`src/design/smc_pkg.sv`:
```
// Constants, types and behaviour list of the sleep mode controller.
// Behaviour
// - Sleep only when armed at instruction time
// - Select 00: idle, core and flash clocks stop
// - Select 01: noise reduction, io clock stops
// - Select 10: power-down, all clocks stop
// - Select 11: power-save, async clock runs
// - Interrupt wake: core halted four extra cycles
// - Register file and memory kept across sleep
// - Reset during sleep restarts at reset vector
// - Idle: every enabled interrupt wakes core
// - Noise reduction: only listed sources wake
// - Power-down: only listed sources wake
// - Deep modes: external irqs wake only level-sensitive
// - Idle or noise reduction starts conversion
// - Power-down wake waits fuse-selected restart delay
// - Power-save: async timer0 irq wakes if enabled
// - Timer0 undefined after power-save without async
// - Brownout software disable only in deep modes
// - Brownout off at entry, back on wake
// - Brownout-off wake takes about 60 us
// - Brownout sleep off resets to zero
// - Off bit set only by timed unlock
// - Off bit effective after three, clears after
package smc_pkg;

  // Register byte offsets.
  localparam logic [7:0] SLEEP_CTRL_OFS = 8'h00;
  localparam logic [7:0] CORE_CTRL_OFS  = 8'h04;
  localparam logic [7:0] STATUS_OFS     = 8'h08;

  // Field positions.
  localparam int ARM_POS      = 0;
  localparam int SEL_LO_POS   = 1;
  localparam int SEL_HI_POS   = 2;
  localparam int UNLOCK_POS   = 5;
  localparam int SLP_OFF_POS  = 6;
  localparam int ST_ASLEEP    = 0;
  localparam int ST_BO_OFF    = 1;
  localparam int ST_T0_UNDEF  = 2;
  localparam int ST_MODE_LO   = 4;

  // Reset values.
  localparam logic       ARM_RST     = 1'b0;
  localparam logic [1:0] SEL_RST     = 2'h0;
  localparam logic       SLP_OFF_RST = 1'b0;

  // Timing.
  localparam int CLK_NS           = 20;
  localparam int HALT_CYC         = 4;
  localparam int UNLOCK_CYC       = 4;
  localparam int OFF_DELAY_CYC    = 3;
  localparam int OFF_LIFE_CYC     = 3;
  localparam int BO_WAKE_NS       = 60000;
  localparam int BO_WAKE_CYC      = (BO_WAKE_NS + CLK_NS - 1) / CLK_NS;
  localparam int RESTART_UNIT_CYC = 16;

  // Wake source index in the wake vector.
  localparam int WK_XIRQ0 = 0;
  localparam int WK_XIRQ1 = 1;
  localparam int WK_PCHG  = 2;
  localparam int WK_WDOG  = 3;
  localparam int WK_USER  = 4;
  localparam int WK_PROG  = 5;
  localparam int WK_CONV  = 6;
  localparam int WK_TMR0  = 7;
  localparam int WK_IO    = 8;
  localparam int WK_NUM   = 9;

  typedef enum logic [1:0] {M_IDLE, M_CONV, M_PDOWN, M_PSAVE} smc_mode_e;
  typedef enum {S_RUN, S_SLEEP, S_RESTART, S_HALT} smc_state_e;

endpackage : smc_pkg

```
`src/design/smc_top.sv`:
```
// Sleep mode controller: clock gating, wake filter, brownout sleep control.
`timescale 1ns/10ps
`default_nettype none
module smc_top (
  // Clock and reset.
  input  wire logic        MCLK_I,
  input  wire logic        RESETN_I,
  // Wishbone slave.
  input  wire logic        WB_CYC_I,
  input  wire logic        WB_STB_I,
  input  wire logic        WB_WE_I,
  input  wire logic [7:0]  WB_ADR_I,
  input  wire logic [3:0]  WB_SEL_I,
  input  wire logic [31:0] WB_DAT_I,
  output logic      [31:0] WB_DAT_O,
  output logic             WB_ACK_O,
  // Core handshake.
  input  wire logic        SLEEP_EXEC_I,
  input  wire logic        GLOBAL_IRQ_EN_I,
  output logic             CORE_HALT_O,
  output logic             WAKE_IRQ_O,
  // Wake sources, asynchronous.
  input  wire logic [8:0]  WAKE_SRC_I,
  // Configuration from peripherals and fuses.
  input  wire logic        XIRQ0_LEVEL_I,
  input  wire logic        XIRQ1_LEVEL_I,
  input  wire logic        TIMER0_ASYNC_SELECT_I,
  input  wire logic        TIMER0_IRQ_MASK_I,
  input  wire logic        CONV_ENABLE_I,
  input  wire logic [3:0]  CLOCK_SELECT_FUSES_I,
  // Clock and analog enables.
  output logic             CORE_CLK_EN_O,
  output logic             FLASH_CLK_EN_O,
  output logic             IO_CLK_EN_O,
  output logic             CONV_CLK_EN_O,
  output logic             ASYNC_CLK_EN_O,
  output logic             MAIN_OSC_EN_O,
  output logic             TIMER0_OSC_EN_O,
  output logic             BROWNOUT_EN_O,
  output logic             CONV_START_O,
  output logic             TIMER0_UNDEF_O
);

  smc_pkg::smc_state_e st;
  smc_pkg::smc_mode_e  md;
  logic                arm;
  logic [1:0]          sel;
  logic                slp_off;
  logic [2:0]          off_cnt;
  logic [2:0]          unl_cnt;
  logic                bo_off;
  logic                t0_undef;
  logic [11:0]         cnt;
  logic [8:0]          wk;
  logic [8:0]          wk_ok;
  logic                wake;
  logic                off_eff;
  logic                wr, rd_hit;
  logic [31:0]         rdat;
  logic [11:0]         restart_cyc;

  // Bus write lands on the edge where the master sees ack high.
  assign wr = WB_CYC_I && WB_STB_I && WB_WE_I && WB_ACK_O && WB_SEL_I[0];

  always_ff @(posedge MCLK_I or negedge RESETN_I) begin
    if (!RESETN_I) begin
      WB_ACK_O <= 1'b0;
      WB_DAT_O <= 32'h0000_0000;
    end else begin
      WB_ACK_O <= WB_CYC_I && WB_STB_I && !WB_ACK_O;
      WB_DAT_O <= rd_hit ? rdat : 32'h0000_0000;
    end
  end

  always_comb begin
    rdat   = 32'h0000_0000;
    rd_hit = WB_CYC_I && WB_STB_I && !WB_WE_I && !WB_ACK_O;
    case (WB_ADR_I)
      smc_pkg::SLEEP_CTRL_OFS: begin
        rdat[smc_pkg::ARM_POS]                           = arm;
        rdat[smc_pkg::SEL_HI_POS:smc_pkg::SEL_LO_POS]    = sel;
      end
      smc_pkg::CORE_CTRL_OFS: begin
        rdat[smc_pkg::SLP_OFF_POS] = slp_off;
      end
      smc_pkg::STATUS_OFS: begin
        rdat[smc_pkg::ST_ASLEEP]                          = CORE_HALT_O;
        rdat[smc_pkg::ST_BO_OFF]                          = bo_off;
        rdat[smc_pkg::ST_T0_UNDEF]                        = t0_undef;
        rdat[smc_pkg::ST_MODE_LO+1:smc_pkg::ST_MODE_LO]   = md;
      end
      default: rdat = 32'h0000_0000;
    endcase
  end

  // Sleep control register.
  always_ff @(posedge MCLK_I or negedge RESETN_I) begin
    if (!RESETN_I) begin
      arm <= smc_pkg::ARM_RST;
      sel <= smc_pkg::SEL_RST;
    end else if (wr && WB_ADR_I == smc_pkg::SLEEP_CTRL_OFS) begin
      arm <= WB_DAT_I[smc_pkg::ARM_POS];
      sel <= WB_DAT_I[smc_pkg::SEL_HI_POS:smc_pkg::SEL_LO_POS];
    end
  end

  // Timed unlock: both bits one opens a short window for the real write.
  always_ff @(posedge MCLK_I or negedge RESETN_I) begin
    if (!RESETN_I) begin
      unl_cnt <= 3'h0;
      slp_off <= smc_pkg::SLP_OFF_RST;
      off_cnt <= 3'h0;
    end else begin
      if (wr && WB_ADR_I == smc_pkg::CORE_CTRL_OFS && WB_DAT_I[smc_pkg::SLP_OFF_POS]
          && WB_DAT_I[smc_pkg::UNLOCK_POS]) begin
        unl_cnt <= 3'(smc_pkg::UNLOCK_CYC);
      end else if (unl_cnt != 3'h0) begin
        unl_cnt <= unl_cnt - 3'h1;
      end
      if (wr && WB_ADR_I == smc_pkg::CORE_CTRL_OFS && WB_DAT_I[smc_pkg::SLP_OFF_POS]
          && !WB_DAT_I[smc_pkg::UNLOCK_POS] && unl_cnt != 3'h0 && !slp_off) begin
        slp_off <= 1'b1;
        off_cnt <= 3'h0;
      end else if (slp_off) begin
        off_cnt <= off_cnt + 3'h1;
        if (off_cnt == 3'(smc_pkg::OFF_DELAY_CYC + smc_pkg::OFF_LIFE_CYC - 1)) begin
          slp_off <= 1'b0;
        end
      end
    end
  end

  // The bit is only honoured after its settling delay.
  assign off_eff = slp_off && off_cnt >= 3'(smc_pkg::OFF_DELAY_CYC);

  // Three-stage filter; a source counts once stages two and three agree, so
  // a glitch shorter than one clock, sampled by at most one edge, never wakes the core.
  genvar gi;
  generate
    for (gi = 0; gi < smc_pkg::WK_NUM; gi++) begin : g_sync
      // Each source keeps its own stages, so every flop has a single writer.
      logic s1;
      logic s2;
      logic s3;
      logic agreed;
      always_ff @(posedge MCLK_I or negedge RESETN_I) begin
        if (!RESETN_I) begin
          s1     <= 1'b0;
          s2     <= 1'b0;
          s3     <= 1'b0;
          agreed <= 1'b0;
        end else begin
          s1 <= WAKE_SRC_I[gi];
          s2 <= s1;
          s3 <= s2;
          if (s2 == s3) begin
            agreed <= s3;
          end
        end
      end
      assign wk[gi] = agreed;
    end
  endgenerate

  // Wake permission per mode.
  always_comb begin
    wk_ok = 9'h000;
    case (md)
      smc_pkg::M_IDLE: wk_ok = 9'h1FF;
      smc_pkg::M_CONV: begin
        wk_ok = 9'h0FC;
      end
      smc_pkg::M_PDOWN: begin
        wk_ok = 9'h01C;
      end
      smc_pkg::M_PSAVE: begin
        wk_ok = 9'h01C;
        wk_ok[smc_pkg::WK_TMR0] = TIMER0_ASYNC_SELECT_I && TIMER0_IRQ_MASK_I && GLOBAL_IRQ_EN_I;
      end
      default: wk_ok = 9'h000;
    endcase
    if (md != smc_pkg::M_IDLE) begin
      wk_ok[smc_pkg::WK_XIRQ0] = XIRQ0_LEVEL_I;
      wk_ok[smc_pkg::WK_XIRQ1] = XIRQ1_LEVEL_I;
    end
  end

  assign wake = |(wk & wk_ok);

  // Deep modes restart the oscillator for a fuse-scaled time.
  assign restart_cyc = 12'(smc_pkg::RESTART_UNIT_CYC) << CLOCK_SELECT_FUSES_I[1:0];

  // Sleep sequencer. Memories are only clock gated, never cleared.
  always_ff @(posedge MCLK_I or negedge RESETN_I) begin
    if (!RESETN_I) begin
      st       <= smc_pkg::S_RUN;
      md       <= smc_pkg::M_IDLE;
      bo_off   <= 1'b0;
      cnt      <= 12'h000;
      t0_undef <= 1'b0;
    end else begin
      case (st)
        smc_pkg::S_RUN: begin
          if (SLEEP_EXEC_I && arm) begin
            st     <= smc_pkg::S_SLEEP;
            md     <= smc_pkg::smc_mode_e'(sel);
            bo_off <= off_eff && sel[1];
          end
        end
        smc_pkg::S_SLEEP: begin
          if (wake) begin
            st  <= smc_pkg::S_RESTART;
            cnt <= bo_off ? 12'(smc_pkg::BO_WAKE_CYC) :
                   (md[1] ? restart_cyc : 12'h001);
            if (md == smc_pkg::M_PSAVE && !TIMER0_ASYNC_SELECT_I) begin
              t0_undef <= 1'b1;
            end
          end
        end
        smc_pkg::S_RESTART: begin
          bo_off <= 1'b0;
          if (cnt <= 12'h001) begin
            st  <= smc_pkg::S_HALT;
            cnt <= 12'(smc_pkg::HALT_CYC);
          end else begin
            cnt <= cnt - 12'h001;
          end
        end
        smc_pkg::S_HALT: begin
          if (cnt <= 12'h001) begin
            st <= smc_pkg::S_RUN;
          end else begin
            cnt <= cnt - 12'h001;
          end
        end
        default: st <= smc_pkg::S_RUN;
      endcase
      if (wr && WB_ADR_I == smc_pkg::STATUS_OFS && WB_DAT_I[smc_pkg::ST_T0_UNDEF]
          && !(st == smc_pkg::S_SLEEP && wake && md == smc_pkg::M_PSAVE)) begin
        t0_undef <= 1'b0;
      end
    end
  end

  // Registered enables, derived from the sequencer state.
  always_ff @(posedge MCLK_I or negedge RESETN_I) begin
    if (!RESETN_I) begin
      CORE_CLK_EN_O   <= 1'b1;
      FLASH_CLK_EN_O  <= 1'b1;
      IO_CLK_EN_O     <= 1'b1;
      CONV_CLK_EN_O   <= 1'b1;
      ASYNC_CLK_EN_O  <= 1'b1;
      MAIN_OSC_EN_O   <= 1'b1;
      TIMER0_OSC_EN_O <= 1'b1;
      BROWNOUT_EN_O   <= 1'b1;
      CORE_HALT_O     <= 1'b0;
      WAKE_IRQ_O      <= 1'b0;
      CONV_START_O    <= 1'b0;
      TIMER0_UNDEF_O  <= 1'b0;
    end else begin
      CORE_CLK_EN_O   <= st == smc_pkg::S_RUN;
      FLASH_CLK_EN_O  <= st == smc_pkg::S_RUN;
      IO_CLK_EN_O     <= st == smc_pkg::S_RUN || st == smc_pkg::S_HALT
                         || md == smc_pkg::M_IDLE;
      CONV_CLK_EN_O   <= st == smc_pkg::S_RUN || st == smc_pkg::S_HALT || !md[1];
      ASYNC_CLK_EN_O  <= st == smc_pkg::S_RUN || st == smc_pkg::S_HALT
                         || md != smc_pkg::M_PDOWN;
      MAIN_OSC_EN_O   <= st != smc_pkg::S_SLEEP || !md[1];
      TIMER0_OSC_EN_O <= st != smc_pkg::S_SLEEP || md != smc_pkg::M_PDOWN;
      BROWNOUT_EN_O   <= !(st == smc_pkg::S_SLEEP && bo_off);
      CORE_HALT_O     <= st != smc_pkg::S_RUN;
      WAKE_IRQ_O      <= st == smc_pkg::S_HALT && cnt <= 12'h001;
      CONV_START_O    <= st == smc_pkg::S_RUN && SLEEP_EXEC_I && arm && !sel[1]
                         && CONV_ENABLE_I;
      TIMER0_UNDEF_O  <= t0_undef;
    end
  end

  // Checks.
  logic in_halt_new;
  assign in_halt_new = st == smc_pkg::S_HALT && cnt == 12'(smc_pkg::HALT_CYC);

  a_unarmed_stays: assert property (@(posedge MCLK_I) disable iff (!RESETN_I)
    st == smc_pkg::S_RUN && SLEEP_EXEC_I && !arm |=> st == smc_pkg::S_RUN ##1 !CORE_HALT_O)
    else $error("unarmed sleep changed state");
  a_armed_enters: assert property (@(posedge MCLK_I) disable iff (!RESETN_I)
    st == smc_pkg::S_RUN && SLEEP_EXEC_I && arm |=> st == smc_pkg::S_SLEEP ##1 CORE_HALT_O)
    else $error("armed sleep not entered");
  a_idle_clocks: assert property (@(posedge MCLK_I) disable iff (!RESETN_I)
    st == smc_pkg::S_SLEEP && md == smc_pkg::M_IDLE |=> !CORE_CLK_EN_O && IO_CLK_EN_O && CONV_CLK_EN_O)
    else $error("idle clocks wrong");
  a_conv_clocks: assert property (@(posedge MCLK_I) disable iff (!RESETN_I)
    st == smc_pkg::S_SLEEP && md == smc_pkg::M_CONV |=> !IO_CLK_EN_O && CONV_CLK_EN_O && MAIN_OSC_EN_O)
    else $error("noise reduction clocks wrong");
  a_deep_clocks: assert property (@(posedge MCLK_I) disable iff (!RESETN_I)
    st == smc_pkg::S_SLEEP && md[1] |=> !CONV_CLK_EN_O && !MAIN_OSC_EN_O && ASYNC_CLK_EN_O == md[0])
    else $error("deep sleep clocks wrong");
  a_halt_four: assert property (@(posedge MCLK_I) disable iff (!RESETN_I)
    in_halt_new |-> (st == smc_pkg::S_HALT)[*4] ##1 st == smc_pkg::S_RUN && WAKE_IRQ_O)
    else $error("halt length not four");
  a_edge_no_wake: assert property (@(posedge MCLK_I) disable iff (!RESETN_I)
    st == smc_pkg::S_SLEEP && md != smc_pkg::M_IDLE && !XIRQ0_LEVEL_I && !XIRQ1_LEVEL_I
    && (wk & ~9'h003) == 9'h000 |=> st == smc_pkg::S_SLEEP)
    else $error("edge irq woke deep sleep");
  a_conv_start: assert property (@(posedge MCLK_I) disable iff (!RESETN_I)
    st == smc_pkg::S_RUN && SLEEP_EXEC_I && arm && sel == 2'h1 && CONV_ENABLE_I |=> CONV_START_O)
    else $error("conversion not started");
  a_bo_shallow_on: assert property (@(posedge MCLK_I) disable iff (!RESETN_I)
    st == smc_pkg::S_SLEEP && !md[1] |=> BROWNOUT_EN_O)
    else $error("brownout off in shallow sleep");
  a_bo_wake_long: assert property (@(posedge MCLK_I) disable iff (!RESETN_I)
    st == smc_pkg::S_SLEEP && wake && bo_off |=> (st == smc_pkg::S_RESTART)[*8])
    else $error("brownout wake too short");
  a_off_locked: assert property (@(posedge MCLK_I) disable iff (!RESETN_I)
    !slp_off && unl_cnt == 3'h0 && !(wr && WB_DAT_I[smc_pkg::UNLOCK_POS]) |=> !slp_off)
    else $error("off bit set without unlock");
  a_off_expires: assert property (@(posedge MCLK_I) disable iff (!RESETN_I)
    $rose(slp_off) |-> !off_eff[*3] ##1 off_eff[*3] ##1 !slp_off)
    else $error("off bit timing wrong");

  c_idle_wake: cover property (@(posedge MCLK_I) disable iff (!RESETN_I)
    st == smc_pkg::S_SLEEP && md == smc_pkg::M_IDLE ##1 st == smc_pkg::S_RESTART);
  c_pdown_wake: cover property (@(posedge MCLK_I) disable iff (!RESETN_I)
    st == smc_pkg::S_SLEEP && md == smc_pkg::M_PDOWN ##1 st == smc_pkg::S_RESTART);
  c_psave_timer: cover property (@(posedge MCLK_I) disable iff (!RESETN_I)
    st == smc_pkg::S_SLEEP && md == smc_pkg::M_PSAVE && wk[smc_pkg::WK_TMR0]);
  c_bo_off_sleep: cover property (@(posedge MCLK_I) disable iff (!RESETN_I)
    st == smc_pkg::S_SLEEP && !BROWNOUT_EN_O);

endmodule : smc_top
`default_nettype wire

```
`config.mk`:
```
export PLATFORM = sky130hd
export DESIGN_NAME = smc_top
export DESIGN_NICKNAME = d
export VERILOG_FILES = /design/src/design/smc_pkg.sv /design/src/design/smc_top.sv
export SDC_FILE = /design/constraint.sdc
export NUM_CORES = 1
export LEC_CHECK = 0
export BUFFER_PORTS_ARGS = -buffer_cell sky130_fd_sc_hd__clkbuf_2
export CELL_PAD_IN_SITES_DETAIL_PLACEMENT = 0
export CELL_PAD_IN_SITES_GLOBAL_PLACEMENT = 1
export CORE_ASPECT_RATIO = 0.5
export CORE_MARGIN = 1.5
export CORE_UTILIZATION = 42
export DETAILED_ROUTE_END_ITERATION = 8
export GPL_ROUTABILITY_DRIVEN = 0
export GPL_TIMING_DRIVEN = 0
export HOLD_SLACK_MARGIN = 0.05
export PLACE_DENSITY_LB_ADDON = 0.1
export SLEW_MARGIN = 0
export SYNTH_ARGS = -nofsm -noshare
export SYNTH_HDL_FRONTEND = slang
export SYNTH_SLANG_ARGS = --single-unit
```
`constraint.sdc`:
```
create_clock -name MCLK_I -period 6.1 [get_ports MCLK_I]
set_input_delay 1.22 -clock MCLK_I [delete_from_list [all_inputs] [get_ports MCLK_I]]
set_output_delay 1.22 -clock MCLK_I [all_outputs]
set_load 0.05 [all_outputs]
```
Yosys cells after proc, flatten, opt, wreduce, memory -nomap -nowiden. Index checks and enable logic that the tools add are counted.

Bits of input ports: 69. Output and inout port bits: 45. Register bits after elaboration: 113. Word-level logic and storage cells: 189.

Reductions and logical operators: 66. Bitwise logic cells: 1. Muxes and demuxes: 30. Shift operators: 1. Eq/ne operators: 27. Add/sub/neg operators: 3. Magnitude comparators: 2.

Operator list (count): two-way mux 32 bit (4); case mux 32 bit (4 select lines) (1); == test 32 x 2 -> 1 bit (second input constant) (3); logical NOT 32 bit (2); two-way mux 12 bit (5); case mux 12 bit (3 select lines) (1); case mux 9 bit (4 select lines) (1); == test 32 x 1 -> 1 bit (second input constant) (1); == test 32 x 3 -> 1 bit (second input constant) (1); inequality test 32 x 2 -> 1 bit (second input constant) (1); nonzero test 32 bit (1); logical AND 1 bit (31); nonzero test 2 bit (7); less-or-equal comparator 12 x 1 -> 1 bit (second input constant) (1); two-way mux 3 bit (4); inequality test 2 bit (second input constant) (6); << shifter 5 x 2 -> 12 bit (first input constant) (1); subtractor 12 x 1 -> 12 bit (second input constant) (1); AND 9 bit (1); == test 1 bit (9); logical NOT 1 bit (9); two-way mux 1 bit (9); OR reduction 9 bit (1); == test 8 x 3 -> 1 bit (second input constant) (1); 18 further kinds (28).

Logic depth before layout (Yosys ltp). Gate-level depths: netlist of the first run.

Depth in word-level cells: 12. Gate-level depth with buffers: 8. Mapped depth without buffers: 6.

Worst setup path before layout of the first run. Ideal clock, no wire load.

Path kind: input -> register. Start: input WB_ADR_I[1]. End: register arm. Buffers on the path: 0. Required time: 5.972 ns. Stages: 5. Arrival time: 2.657 ns. Setup time: 0.128 ns. Slack: 3.316 ns. Cell sequence: or4_1 -> nor4_1 -> nand2_1 -> nor2_1 -> mux2_1.

Word-level cells in the longest chain between the ends: 2.

RTL lines: from (decl) (line smc_top.sv:12) `input wire logic [7:0] WB_ADR_I,`; logical NOT 8 bit (line smc_top.sv:101) `end else if (wr && WB_ADR_I == smc_pkg::SLEEP_CTRL_OFS) begin`; logical AND 1 bit (line smc_top.sv:101); to (signal assigned) (line smc_top.sv:99) `arm <= smc_pkg::ARM_RST;`; to (signal assigned) (line smc_top.sv:102) `arm <= WB_DAT_I[smc_pkg::ARM_POS];`; to (decl) (line smc_top.sv:46) `logic arm;`.

Every way passes these cells. A chain may end at the register's enable or synchronous reset.

Worst setup path after layout of the first run. Ends and elaborated chain as after synthesis.

==> run_results.csv, run 1 <==
group,metric,value,unit
floorplan,start_util,0.442,
drt,wl_per_cell,13.2,um
yosys,cell_area_after_synthesis,3600,um^2
global_routing,first_global_vias,2513,
floorplan,floorplan.die_area,9170,um^2
setup_path,crit_buf_inv,1,
timing,setup_viol_count_final,0,
timing,rsz0062_at_grt,"no",
setup_path,crit_required,6.32,ns
clock_tree,cts_sink_count,82,
clock_tree,cts.path.max_buffers,2,
clock_tree,clock_insertion_delay_worst_skew,0.35,ns
global_routing,grt_util_all_layers,0.168,
cells_and_area,fin_util,0.546,
cells_and_area,register_area,2060,um^2
drt,detail_route.wirelength,6900,um
clock_tree,cts.root.buffer_cell,"sky130_fd_sc_hd__clkbuf_16",
timing,hold_fails_final_rpt,0,
clock_tree,post_cts.repair.setup_buffers,0,
setup_path,critPathMaxStageDelay,0.53,ns
floorplan,row_cnt,23,
floorplan,chipWidth,134,um
timing,max-slew-margin-rel,0.453,
timing,setup-tns-final,0,ns
clock_tree,cts_max_level,3,
setup_path,timing.critical_path.from_type,"primary input",
place,placed_cell_area,4140,um^2
setup_path,start_of_the_worst_register_to_register_path,"cnt[5]",
global_routing,overflow,0,
status,outcome,"completed",
setup_path,critical_path_class,"primary input to register",
floorplan,ioPinCount,114,
cells_and_area,final_design_area_no_fill,4440,um^2
global_routing,grt_max_degree,55,
yosys,postSynthRegisterBits,82,
power_and_ir_drop,power-per-cell-area,413,nW/um^2
drt,dr_total_vias,2515,
hold_path,hold_path_class,"register to register",
yosys,ys.flop_type,"sky130_fd_sc_hd__dfrtp_1",
yosys,count_of_different_cell_masters_after_synthesis,56,
drt,number_of_design_rule_violations_left_by_the_first_detailed_router_iteration,86,
place,place_hpwl,5180,um
drt,post_drt_via_cell_ratio,4.81,
timing,worstMarginPinSlew,0.814,ns
setup_path,crit_path_cell_trace,"clkbuf_2, or4_1, nor4_1, nand2_1, nor2_1, mux2_1",
timing,min_period,2.68,ns
place,port-buffer-count,54,
clock_tree,clkSlewWorstSetupHoldPaths,0.07,ns
yosys,yosysWarnings,0,
clock_tree,ctsResizeCount,0,
cells_and_area,finish.net_count,486,
global_routing,grt_pass1_wl,11500,um
global_routing,antenna_violations_before_repair,0,
drt,drt-pass1-iter-count,4,
timing,timing.final.crit_share,0.440,
cells_and_area,antenna_cells_inserted,0,
drt,drcViolationCount,0,
timing,achievable-frequency,0.373,GHz
cells_and_area,post_route_cells_drive_above_1_share,0.299,
floorplan,die_h,68.5,um
clock_tree,cts_hold_buffers,0,
timing,timing.final.max_slew_violations,0,
setup_path,critical_path.max_fanout,3,
cells_and_area,layout.filler_cells,739,
cells_and_area,synth_to_final_area_change,23.4,%
yosys,syn_inst_count,315,
setup_path,startpoint_of_the_most_critical_setup_path,"WB_ADR_I[1]",
yosys,synth_enable_flop_cells,0,
yosys,post_synth_arst_share,1.00,
drt,antenna_viol_nets_final,0,
timing,finClkSkew,0.00536,ns
setup_path,worstPathArrival,2.91,ns
yosys,synth_sequential_area_ratio,0.572,
yosys,syn_avg_cell_area,11.4,um^2
setup_path,cpMaxStageDelayCell,"sky130_fd_sc_hd__or4_1",
cells_and_area,multi_input_logic_area,1290,um^2
setup_path,kind_of_cell_adding_the_most_delay_to_the_critical_path,"simple AND/OR/NAND/NOR gates",
flow_run,cap_violations,0,
clock_tree,cts_tree,"done",
power_and_ir_drop,p_leak,2.17,nW
power_and_ir_drop,max-vdd-ir-drop,163,uV
setup_path,worstSetupEndpointType,"register",
hold_path,worst_min_delay_path_startpoint,"g_sync[7].s1",
floorplan,placeableCoreArea,8140,um^2
clock_tree,cts_inserted_buffers,9,
stage by stage:
stage / power [mW] / cells / setup slack, ns / hold slack [ns]
after floorplan: 1.17 / 340 / 3.32 / 0.331
after global placement: 1.29 / 506 / 3.06 / 0.332
after detailed placement: 1.31 / 507 / 3.04 / 0.336
after CTS: 1.86 / 523 / 3.40 / 0.352
after global routing: 1.97 / 523 / 3.23 / 0.358
final: 1.84 / 523 / 3.42 / 0.350
report_power, final:
part | switching [mW] | total [mW] | internal (mW) | leakage, nW
Combinational | 0.384 | 0.639 | 0.255 | 1.01
Sequential | 0.0457 | 0.656 | 0.610 | 1.02
Clock | 0.250 | 0.543 | 0.292 | 0.150
routing by layer:
layer	up-vias	track usage	routed length [um]
met3	6	0.0704	422
met4	0	0.0476	56
met2	65	0.300	3440
met1	1209	0.189	2990
li1	1235	-	-
met5	-	0	0
kinds of logic (layout without fill, tap and decap cells):
logic type	count (synthesis)	in the layout	share of synthesized area
other	1	26	0.00104
and+or+nand+nor	89	89	0.130
adders and majority gates	20	20	0.0632
buffers and inverters	59	130	0.0986
muxes	11	11	0.0330
AOI/OAI and AO/OA	52	52	0.0997
xor gates and xnor gates	1	1	0.00243
DFF	82	82	0.572
flip-flops by register name, summed over array words and instances, names as in the netlist, 3 cells and up:
name / count
g_sync.s3: 9
g_sync.s2: 9
WB_DAT_O: 6
g_sync.agreed: 9
unl_cnt: 3
g_sync.s1: 9
off_cnt: 3
cnt: 12
Yosys cell counts, types with 4 or more instances:
cell	count	share of area
sky130_fd_sc_hd__a21oi_1	7	0.0097
sky130_fd_sc_hd__buf_4	28	0.058
sky130_fd_sc_hd__dfstp_2	7	0.051
sky130_fd_sc_hd__nand2_1	18	0.019
sky130_fd_sc_hd__and3_1	4	0.0069
sky130_fd_sc_hd__o22ai_1	8	0.014
sky130_fd_sc_hd__and2_1	4	0.0069
sky130_fd_sc_hd__ha_1	11	0.038
sky130_fd_sc_hd__dfrtp_1	75	0.52
sky130_fd_sc_hd__maj3_1	9	0.025
sky130_fd_sc_hd__nor2_1	23	0.024
sky130_fd_sc_hd__inv_1	23	0.024
sky130_fd_sc_hd__a31oi_1	11	0.019
sky130_fd_sc_hd__nand3_1	7	0.0097
sky130_fd_sc_hd__a211oi_1	9	0.019
sky130_fd_sc_hd__nor3_1	9	0.013
sky130_fd_sc_hd__mux2_1	4	0.013
sky130_fd_sc_hd__mux2i_1	4	0.011
layout by cell type, fill, tap and decap left out, drive strengths merged, types with 4 or more instances in the layout:
| cell type | synthesis | layout |
|---|---|---|
| a211oi | 10 | 10 |
| a21oi | 7 | 7 |
| a31oi | 11 | 11 |
| and2 | 4 | 4 |
| and3 | 4 | 4 |
| buf | 33 | 34 |
| clkbuf | 3 | 66 |
| conb | 1 | 26 |
| dfrtp | 75 | 75 |
| dfstp | 7 | 7 |
| ha | 11 | 11 |
| inv | 23 | 29 |
| maj3 | 9 | 9 |
| mux2 | 7 | 7 |
| mux2i | 4 | 4 |
| nand2 | 18 | 18 |
| nand3 | 7 | 7 |
| nor2 | 25 | 25 |
| nor3 | 9 | 9 |
| nor4 | 4 | 4 |
| o22ai | 8 | 8 |
| or4 | 4 | 4 |
cell type report:
cell class / instances / share of cell area
plain buffers: 36 / 0.0605
clock buffers: 9 / 0.0507
clock inverters: 7 / 0.0172
inverters: 23 / 0.0194
multi-input cells: 199 / 0.289
flip-flops and latches: 82 / 0.464
well taps: 112 / 0.0315
repair buffers: 55 / 0.0676
final timing paths:
| path | to | slack [ns] | cells after the start |
|---|---|---|---|
| setup / recovery | arm | 3.42 | 6 |
| hold / removal | g_sync[7].s2 | 0.35 | 0 |
| setup reg to reg | cnt[0] | 4.00 | 6 |
| hold reg to reg | g_sync[7].s2 | 0.35 | 0 |
| max in group asynchronous | FLASH_CLK_EN_O | 4.61 | 2 |
| min in group asynchronous | WB_ACK_O | 0.84 | 1 |
Note: power is estimated with default switching activity, not from simulation.
==> inputs of run 2 (changes only) <==
--- a/config.mk
+++ b/config.mk
@@ -5,12 +5,13 @@
 export SDC_FILE = /design/constraint.sdc
 export NUM_CORES = 1
 export LEC_CHECK = 0
+export ABC_AREA = 1
 export BUFFER_PORTS_ARGS = -buffer_cell sky130_fd_sc_hd__clkbuf_2
 export CELL_PAD_IN_SITES_DETAIL_PLACEMENT = 0
 export CELL_PAD_IN_SITES_GLOBAL_PLACEMENT = 1
 export CORE_ASPECT_RATIO = 0.5
 export CORE_MARGIN = 1.5
-export CORE_UTILIZATION = 42
+export CORE_UTILIZATION = 34
 export DETAILED_ROUTE_END_ITERATION = 8
 export GPL_ROUTABILITY_DRIVEN = 0
 export GPL_TIMING_DRIVEN = 0
==> constraint.sdc (replaced) <==
create_clock -name MCLK_I -period 2.2 [get_ports MCLK_I]
set_input_delay 0.44 -clock MCLK_I [delete_from_list [all_inputs] [get_ports MCLK_I]]
set_output_delay 0.44 -clock MCLK_I [all_outputs]
set_load 0.05 [all_outputs]
==> run_results.csv, run 2 <==
group,metric,value,unit
setup_path,timing.critical_path.from_type,"register",
yosys,post_synth_most_frequent_cells,"88 x sky130_fd_sc_hd__nand2_1, 75 x sky130_fd_sc_hd__dfrtp_1, 42 x sky130_fd_sc_hd__inv_1",
yosys,syn_avg_cell_area,9.46,um^2
yosys,post_synth_arst_share,1.00,
yosys,count_of_different_cell_masters_after_synthesis,34,
setup_path,cpMaxStageDelayCell,"sky130_fd_sc_hd__dfrtp_1",
clock_tree,cts_max_level,3,
yosys,synth_enable_flop_cells,0,
timing,worstMarginPinSlew,0.515,ns
drt,number_of_design_rule_violations_left_by_the_first_detailed_router_iteration,79,
setup_path,kind_of_cell_adding_the_most_delay_to_the_critical_path,"simple AND/OR/NAND/NOR gates",
timing,max-slew-margin-rel,0.657,
yosys,synth_sequential_area_ratio,0.555,
yosys,postSynthRegisterBits,82,
clock_tree,clkSlewWorstSetupHoldPaths,0.07,ns
clock_tree,ctsResizeCount,0,
power_and_ir_drop,power-per-cell-area,1220,nW/um^2
yosys,yosysTopAreaCellShare,0.506,
timing,timing.final.max_slew_violations,0,
clock_tree,clock_insertion_delay_worst_skew,0.34,ns
cells_and_area,max_flop_register,"cnt",
drt,drt-pass1-iter-count,4,
cells_and_area,antenna_cells_inserted,0,
yosys,netlist_top_cells_area,"sky130_fd_sc_hd__dfrtp_1 51%, sky130_fd_sc_hd__nand2_1 8.9%, sky130_fd_sc_hd__buf_4 5.7%",
status,outcome,"completed",
power_and_ir_drop,fin_total_pwr,5.59,mW
yosys,synth_top_cell_by_area,"sky130_fd_sc_hd__dfrtp_1",
drt,post_drt_via_cell_ratio,4.22,
cells_and_area,fin_util,0.440,
cells_and_area,layout.cells.most_common,"sky130_fd_sc_hd__nand2_1",
clock_tree,cts.root.buffer_cell,"sky130_fd_sc_hd__clkbuf_16",
drt,drcViolationCount,0,
setup_path,critical_path.max_fanout,10,
timing,setup_viol_count_final,0,
floorplan,chipWidth,151,um
setup_path,worstPathArrival,1.99,ns
cells_and_area,most-common-layout-cells,"88 x sky130_fd_sc_hd__nand2_1, 75 x sky130_fd_sc_hd__dfrtp_1, 54 x sky130_fd_sc_hd__clkbuf_2",
setup_path,path_common_cell,"sky130_fd_sc_hd__nand2_1",
setup_path,worstSetupEndpointType,"register",
yosys,syn_inst_count,392,
global_routing,grt_pass1_wl,12800,um
yosys,yosysWarnings,0,
setup_path,crit_path_cell_trace,"inv_1, ha_1, nand2_2, nand2_1, nand2_1, nand2_1, nand2_2, nand3_1, nand2_1, nand2_1, nand2_1",
global_routing,antenna_violations_before_repair,0,
floorplan,start_util,0.356,
clock_tree,cts_inserted_buffers,9,
setup_path,critical_path_class,"register to register",
yosys,cell_with_the_most_instances_after_synthesis,"sky130_fd_sc_hd__nand2_1",
power_and_ir_drop,max-vdd-ir-drop,442,uV
place,place_hpwl,5540,um
yosys,ys.flop_type,"sky130_fd_sc_hd__dfrtp_1",
cells_and_area,post_route_cells_drive_above_1_share,0.254,
drt,dr_total_vias,2652,
drt,detail_route.wirelength,7440,um
timing,min_period,1.77,ns
cells_and_area,layout.filler_cells,1060,
floorplan,die_h,76.9,um
setup_path,crit_buf_inv,1,
cells_and_area,largest_register_ffs,12,
global_routing,grt_max_degree,49,
timing,achievable-frequency,0.566,GHz
hold_path,hold_path_class,"primary input to asynchronous set/reset pin",
timing,rsz0062_at_grt,"no",
global_routing,first_global_vias,2590,
yosys,cell_area_after_synthesis,3710,um^2
timing,setup-tns-final,0,ns
global_routing,grt_util_all_layers,0.143,
floorplan,ioPinCount,114,
floorplan,row_cnt,26,
drt,antenna_viol_nets_final,0,
clock_tree,post_cts.repair.setup_buffers,0,
flow_run,cap_violations,0,
floorplan,placeableCoreArea,10400,um^2
timing,timing.final.crit_share,0.804,
cells_and_area,finish.net_count,564,
power_and_ir_drop,p_leak,2.37,nW
clock_tree,cts_tree,"done",
floorplan,floorplan.die_area,11600,um^2
clock_tree,cts_hold_buffers,0,
place,port-buffer-count,55,
timing,hold_fails_final_rpt,0,
cells_and_area,synth_to_final_area_change,23.4,%
drt,wl_per_cell,11.8,um
clock_tree,cts.path.max_buffers,2,
setup_path,critPathMaxStageDelay,0.40,ns
global_routing,overflow,0,
clock_tree,cts_sink_count,82,
setup_path,crit_required,2.42,ns
timing,finClkSkew,0.00874,ns
run 2: changes by cell type after synthesis, sizes merged, moves of 5 or more:
cell	delta
o21ai	+17
nand2	+74
nand4	+6
mux2	-5
o22ai	-8
nand3	+12
nor2	+13
a211oi	-10
a31oi	-10
inv	+21
a21oi	+5
run 2: worst reg2reg max path: cells and delay by family (launching register included):
family / cells / cell delay (ns)
simple gates: 9 / 0.88
flops: 1 / 0.40
fa+ha+maj: 1 / 0.28
buf+inv: 1 / 0.10
run 2: report_power, final:
group | internal [mW] | total [mW] | switching [mW]
clock network | 0.817 | 1.46 | 0.643
registers | 1.83 | 2.02 | 0.191
logic | 0.667 | 2.11 | 1.44
total | 3.32 | 5.59 | 2.28
run 2: area by class of cell:
| type | count | area, um^2 | area share |
|---|---|---|---|
| repair buffers | 56 | 305 | 0.0667 |
| clock inverters | 6 | 53.8 | 0.0118 |
| flip-flops and latches | 82 | 2060 | 0.450 |
| plain buffers | 30 | 229 | 0.0500 |
| well taps | 140 | 175 | 0.0383 |
| inverters | 44 | 165 | 0.0361 |
| multi-input cells | 261 | 1350 | 0.295 |
| clock buffers | 10 | 239 | 0.0522 |
run 2: worst paths after layout:
path | from | to | slack, ns | cells past startpoint
min in group MCLK_I | WAKE_SRC_I[4] | g_sync[4].s1 | 0.20 | 1
min reg2reg | g_sync[6].s1 | g_sync[6].s2 | 0.35 | 0
max reg2reg | cnt[0] | cnt[11] | 0.43 | 11
max in group asynchronous | RESETN_I | FLASH_CLK_EN_O | 1.44 | 2
min | RESETN_I | g_sync[2].s1 | 0.09 | 1
max | cnt[0] | cnt[11] | 0.43 | 11
run 2: layer usage:
layer  up-vias  GRT usage  routed length, um
met5         -          0                  0
met4         0     0.0524                 93
met3        10     0.0429                307
met2        46      0.213               3270
met1      1215      0.196               3770
li1       1381          -                  -
run 2: per-stage QoR:
stage,area [um^2],hold WS [ns],setup WS [ns],std cells
detailed placement,4280,0.335,0.357,613
floorplan,3800,0.144,0.725,417
finish,4580,0.0932,0.432,629
global placement,4250,0.332,-0.208,612
CTS,4580,0.104,0.424,629
global route,4580,0.123,0.190,629
run 2: cell families (layout without fill, tap and decap cells):
| kind of cell | count (synthesis) | count (layout) | synth area share |
|---|---|---|---|
| mux | 2 | 2 | 0.00607 |
| flops | 82 | 82 | 0.555 |
| other cells | 1 | 26 | 0.00101 |
| fa+ha+maj | 20 | 20 | 0.0614 |
| buf+inv | 74 | 146 | 0.106 |
| simple gates | 170 | 170 | 0.202 |
| compound gates | 37 | 37 | 0.0533 |
| xor+xnor | 6 | 6 | 0.0142 |
==> inputs of run 3 (changes only) <==
--- a/config.mk
+++ b/config.mk
@@ -11,7 +11,7 @@
 export CELL_PAD_IN_SITES_GLOBAL_PLACEMENT = 1
 export CORE_ASPECT_RATIO = 0.5
 export CORE_MARGIN = 1.5
-export CORE_UTILIZATION = 34
+export CORE_UTILIZATION = 38
 export DETAILED_ROUTE_END_ITERATION = 8
 export GPL_ROUTABILITY_DRIVEN = 0
 export GPL_TIMING_DRIVEN = 0
==> constraint.sdc (replaced) <==
create_clock -name MCLK_I -period 1.85 [get_ports MCLK_I]
set_input_delay 0.37 -clock MCLK_I [delete_from_list [all_inputs] [get_ports MCLK_I]]
set_output_delay 0.37 -clock MCLK_I [all_outputs]
set_load 0.05 [all_outputs]
==> run_results.csv, run 3 (synthesis results as in run 2) <==
group,metric,value,unit
hold_path,worst_min_delay_path_startpoint,"WAKE_SRC_I[5]",
global_routing,antenna_violations_before_repair,0,
drt,dr_total_vias,2633,
timing,min_period,1.65,ns
power_and_ir_drop,p_leak,2.37,nW
global_routing,grt_pass1_wl,11900,um
global_routing,overflow,0,
setup_path,start_of_the_worst_register_to_register_path,"cnt[0]",
timing,timing.final.max_slew_violations,0,
place,placed_cell_area,4280,um^2
drt,drt-pass1-iter-count,4,
timing,setup-tns-final,0,ns
hold_path,hold_path_class,"primary input to register",
floorplan,ioPinCount,114,
cells_and_area,finish.net_count,565,
hold_path,min_delay_worst_endpoint,"g_sync[5].s1",
floorplan,chipWidth,143,um
timing,holdWs,0.135,ns
hold_path,hold_depth,1,
setup_path,reg2reg_slack,0.20,ns
drt,detail_route.wirelength,7060,um
drt,post_drt_via_cell_ratio,4.21,
clock_tree,clkSlewWorstSetupHoldPaths,0.06,ns
cells_and_area,largest_register_ffs,12,
cells_and_area,final_design_area_no_fill,4600,um^2
drt,antenna_viol_nets_final,0,
setup_path,worst-r2r-cell-count,9,
clock_tree,cts_tree,"done",
cells_and_area,synth_to_final_area_change,24.0,%
floorplan,floorplan.die_area,10400,um^2
drt,wl_per_cell,11.3,um
clock_tree,cts.path.max_buffers,2,
cells_and_area,layout.cells.most_common,"sky130_fd_sc_hd__nand2_1",
floorplan,placeableCoreArea,9480,um^2
power_and_ir_drop,power-per-cell-area,1460,nW/um^2
timing,rsz0062_at_grt,"no",
setup_path,worstReg2RegEnd,"cnt[8]",
setup_path,worstPathArrival,1.87,ns
floorplan,row_cnt,25,
clock_tree,cts_sink_count,82,
setup_path,path_common_cell,"sky130_fd_sc_hd__nand2_1",
setup_path,worstSetupEndpointType,"register",
timing,timing.final.crit_share,0.892,
global_routing,grt_util_all_layers,0.152,
status,outcome,"completed",
clock_tree,cts_inserted_buffers,9,
cells_and_area,most-common-layout-cells,"88 x sky130_fd_sc_hd__nand2_1, 75 x sky130_fd_sc_hd__dfrtp_1, 54 x sky130_fd_sc_hd__clkbuf_2",
setup_path,timing.critical_path.from_type,"register",
cells_and_area,antenna_cells_inserted,0,
place,port-buffer-count,55,
setup_path,critPathMaxStageDelay,0.39,ns
timing,hold_fails_final_rpt,0,
setup_path,crit_required,2.07,ns
setup_path,critical_path.max_fanout,10,
timing,setup_viol_count_final,0,
floorplan,die_h,72.9,um
setup_path,crit_path_cell_trace,"inv_1, ha_2, nand2_2, nand2_1, nand2_1, nand2_1, nand2_4, a21boi_0, o21ai_0",
drt,number_of_design_rule_violations_left_by_the_first_detailed_router_iteration,81,
clock_tree,cts.root.buffer_cell,"sky130_fd_sc_hd__clkbuf_16",
global_routing,grt_max_degree,68,
drt,drcViolationCount,0,
clock_tree,cts_max_level,3,
timing,achievable-frequency,0.606,GHz
floorplan,start_util,0.391,
cells_and_area,max_flop_register,"cnt",
power_and_ir_drop,max-vdd-ir-drop,583,uV
setup_path,cpMaxStageDelayCell,"sky130_fd_sc_hd__dfrtp_1",
setup_path,critical_path_class,"register to register",
clock_tree,clock_insertion_delay_worst_skew,0.34,ns
flow_run,cap_violations,0,
place,place_hpwl,5180,um
global_routing,first_global_vias,2519,
timing,finClkSkew,0.00583,ns
cells_and_area,post_route_cells_drive_above_1_share,0.255,
-- run 3: repair_timing --
item,4_1_cts,5_1_grt
endpoints found under the setup margin,0,13
endpoints found under the hold margin,15,0
hold buffers,1,0
resized for setup,0,3
setup buffers,0,0
-- run 3: worst max-delay path, delay by kind of cell, from the launching register on --
family,cells,cell delay [ns]
flip-flops,1,0.39
adder cells (fa/ha/maj),1,0.25
buffers and inverters,1,0.10
AND/OR/NAND/NOR,5,0.54
AO/OA/AOI/OAI,2,0.25
-- run 3: worst max path at each step --
stage | startpoint | to | depth (start not counted)
after floorplan | cnt[0] | cnt[8] | 11
after global placement | RESETN_I | g_sync[2].s1 | 1
after global routing | cnt[0] | cnt[3] | 11
after CTS | cnt[0] | cnt[4] | 11
after detailed placement | cnt[0] | cnt[4] | 11
final | cnt[0] | cnt[8] | 9
-- run 3: layout make-up --
| type | count | area [um^2] |
|---|---|---|
| repair buffers | 57 | 315 |
| inverters | 44 | 165 |
| fillers | 937 | 4880 |
| plain buffers | 30 | 229 |
| clock buffers | 10 | 229 |
| clock inverters | 6 | 72.6 |
| flip-flops and latches | 82 | 2060 |
| well taps | 135 | 169 |
| multi-input cells | 261 | 1360 |
-- run 3: routing by layer --
metal	GRT usage	share of wire
met1	0.198	0.50
met2	0.238	0.45
met3	0.0512	0.044
met4	0.0561	0.013
met5	0	0
-- run 3: through the flow --
step / std cells / total power [mW] / util / worst slack (ns)
finish: 625 / 6.71 / 0.485 / 0.201
CTS: 625 / 6.80 / 0.484 / 0.0692
floorplan: 417 / 4.37 / - / 0.375
detailed placement: 608 / 4.95 / 0.451 / 0.0858
global placement: 607 / 4.95 / 0.448 / -0.513
global route: 625 / 7.26 / 0.485 / 0.0142
-- run 3: report_power, final --
part           switching [mW]  internal [mW]
combinational            1.71          0.806
sequential              0.225           2.18
clock                   0.731           1.06
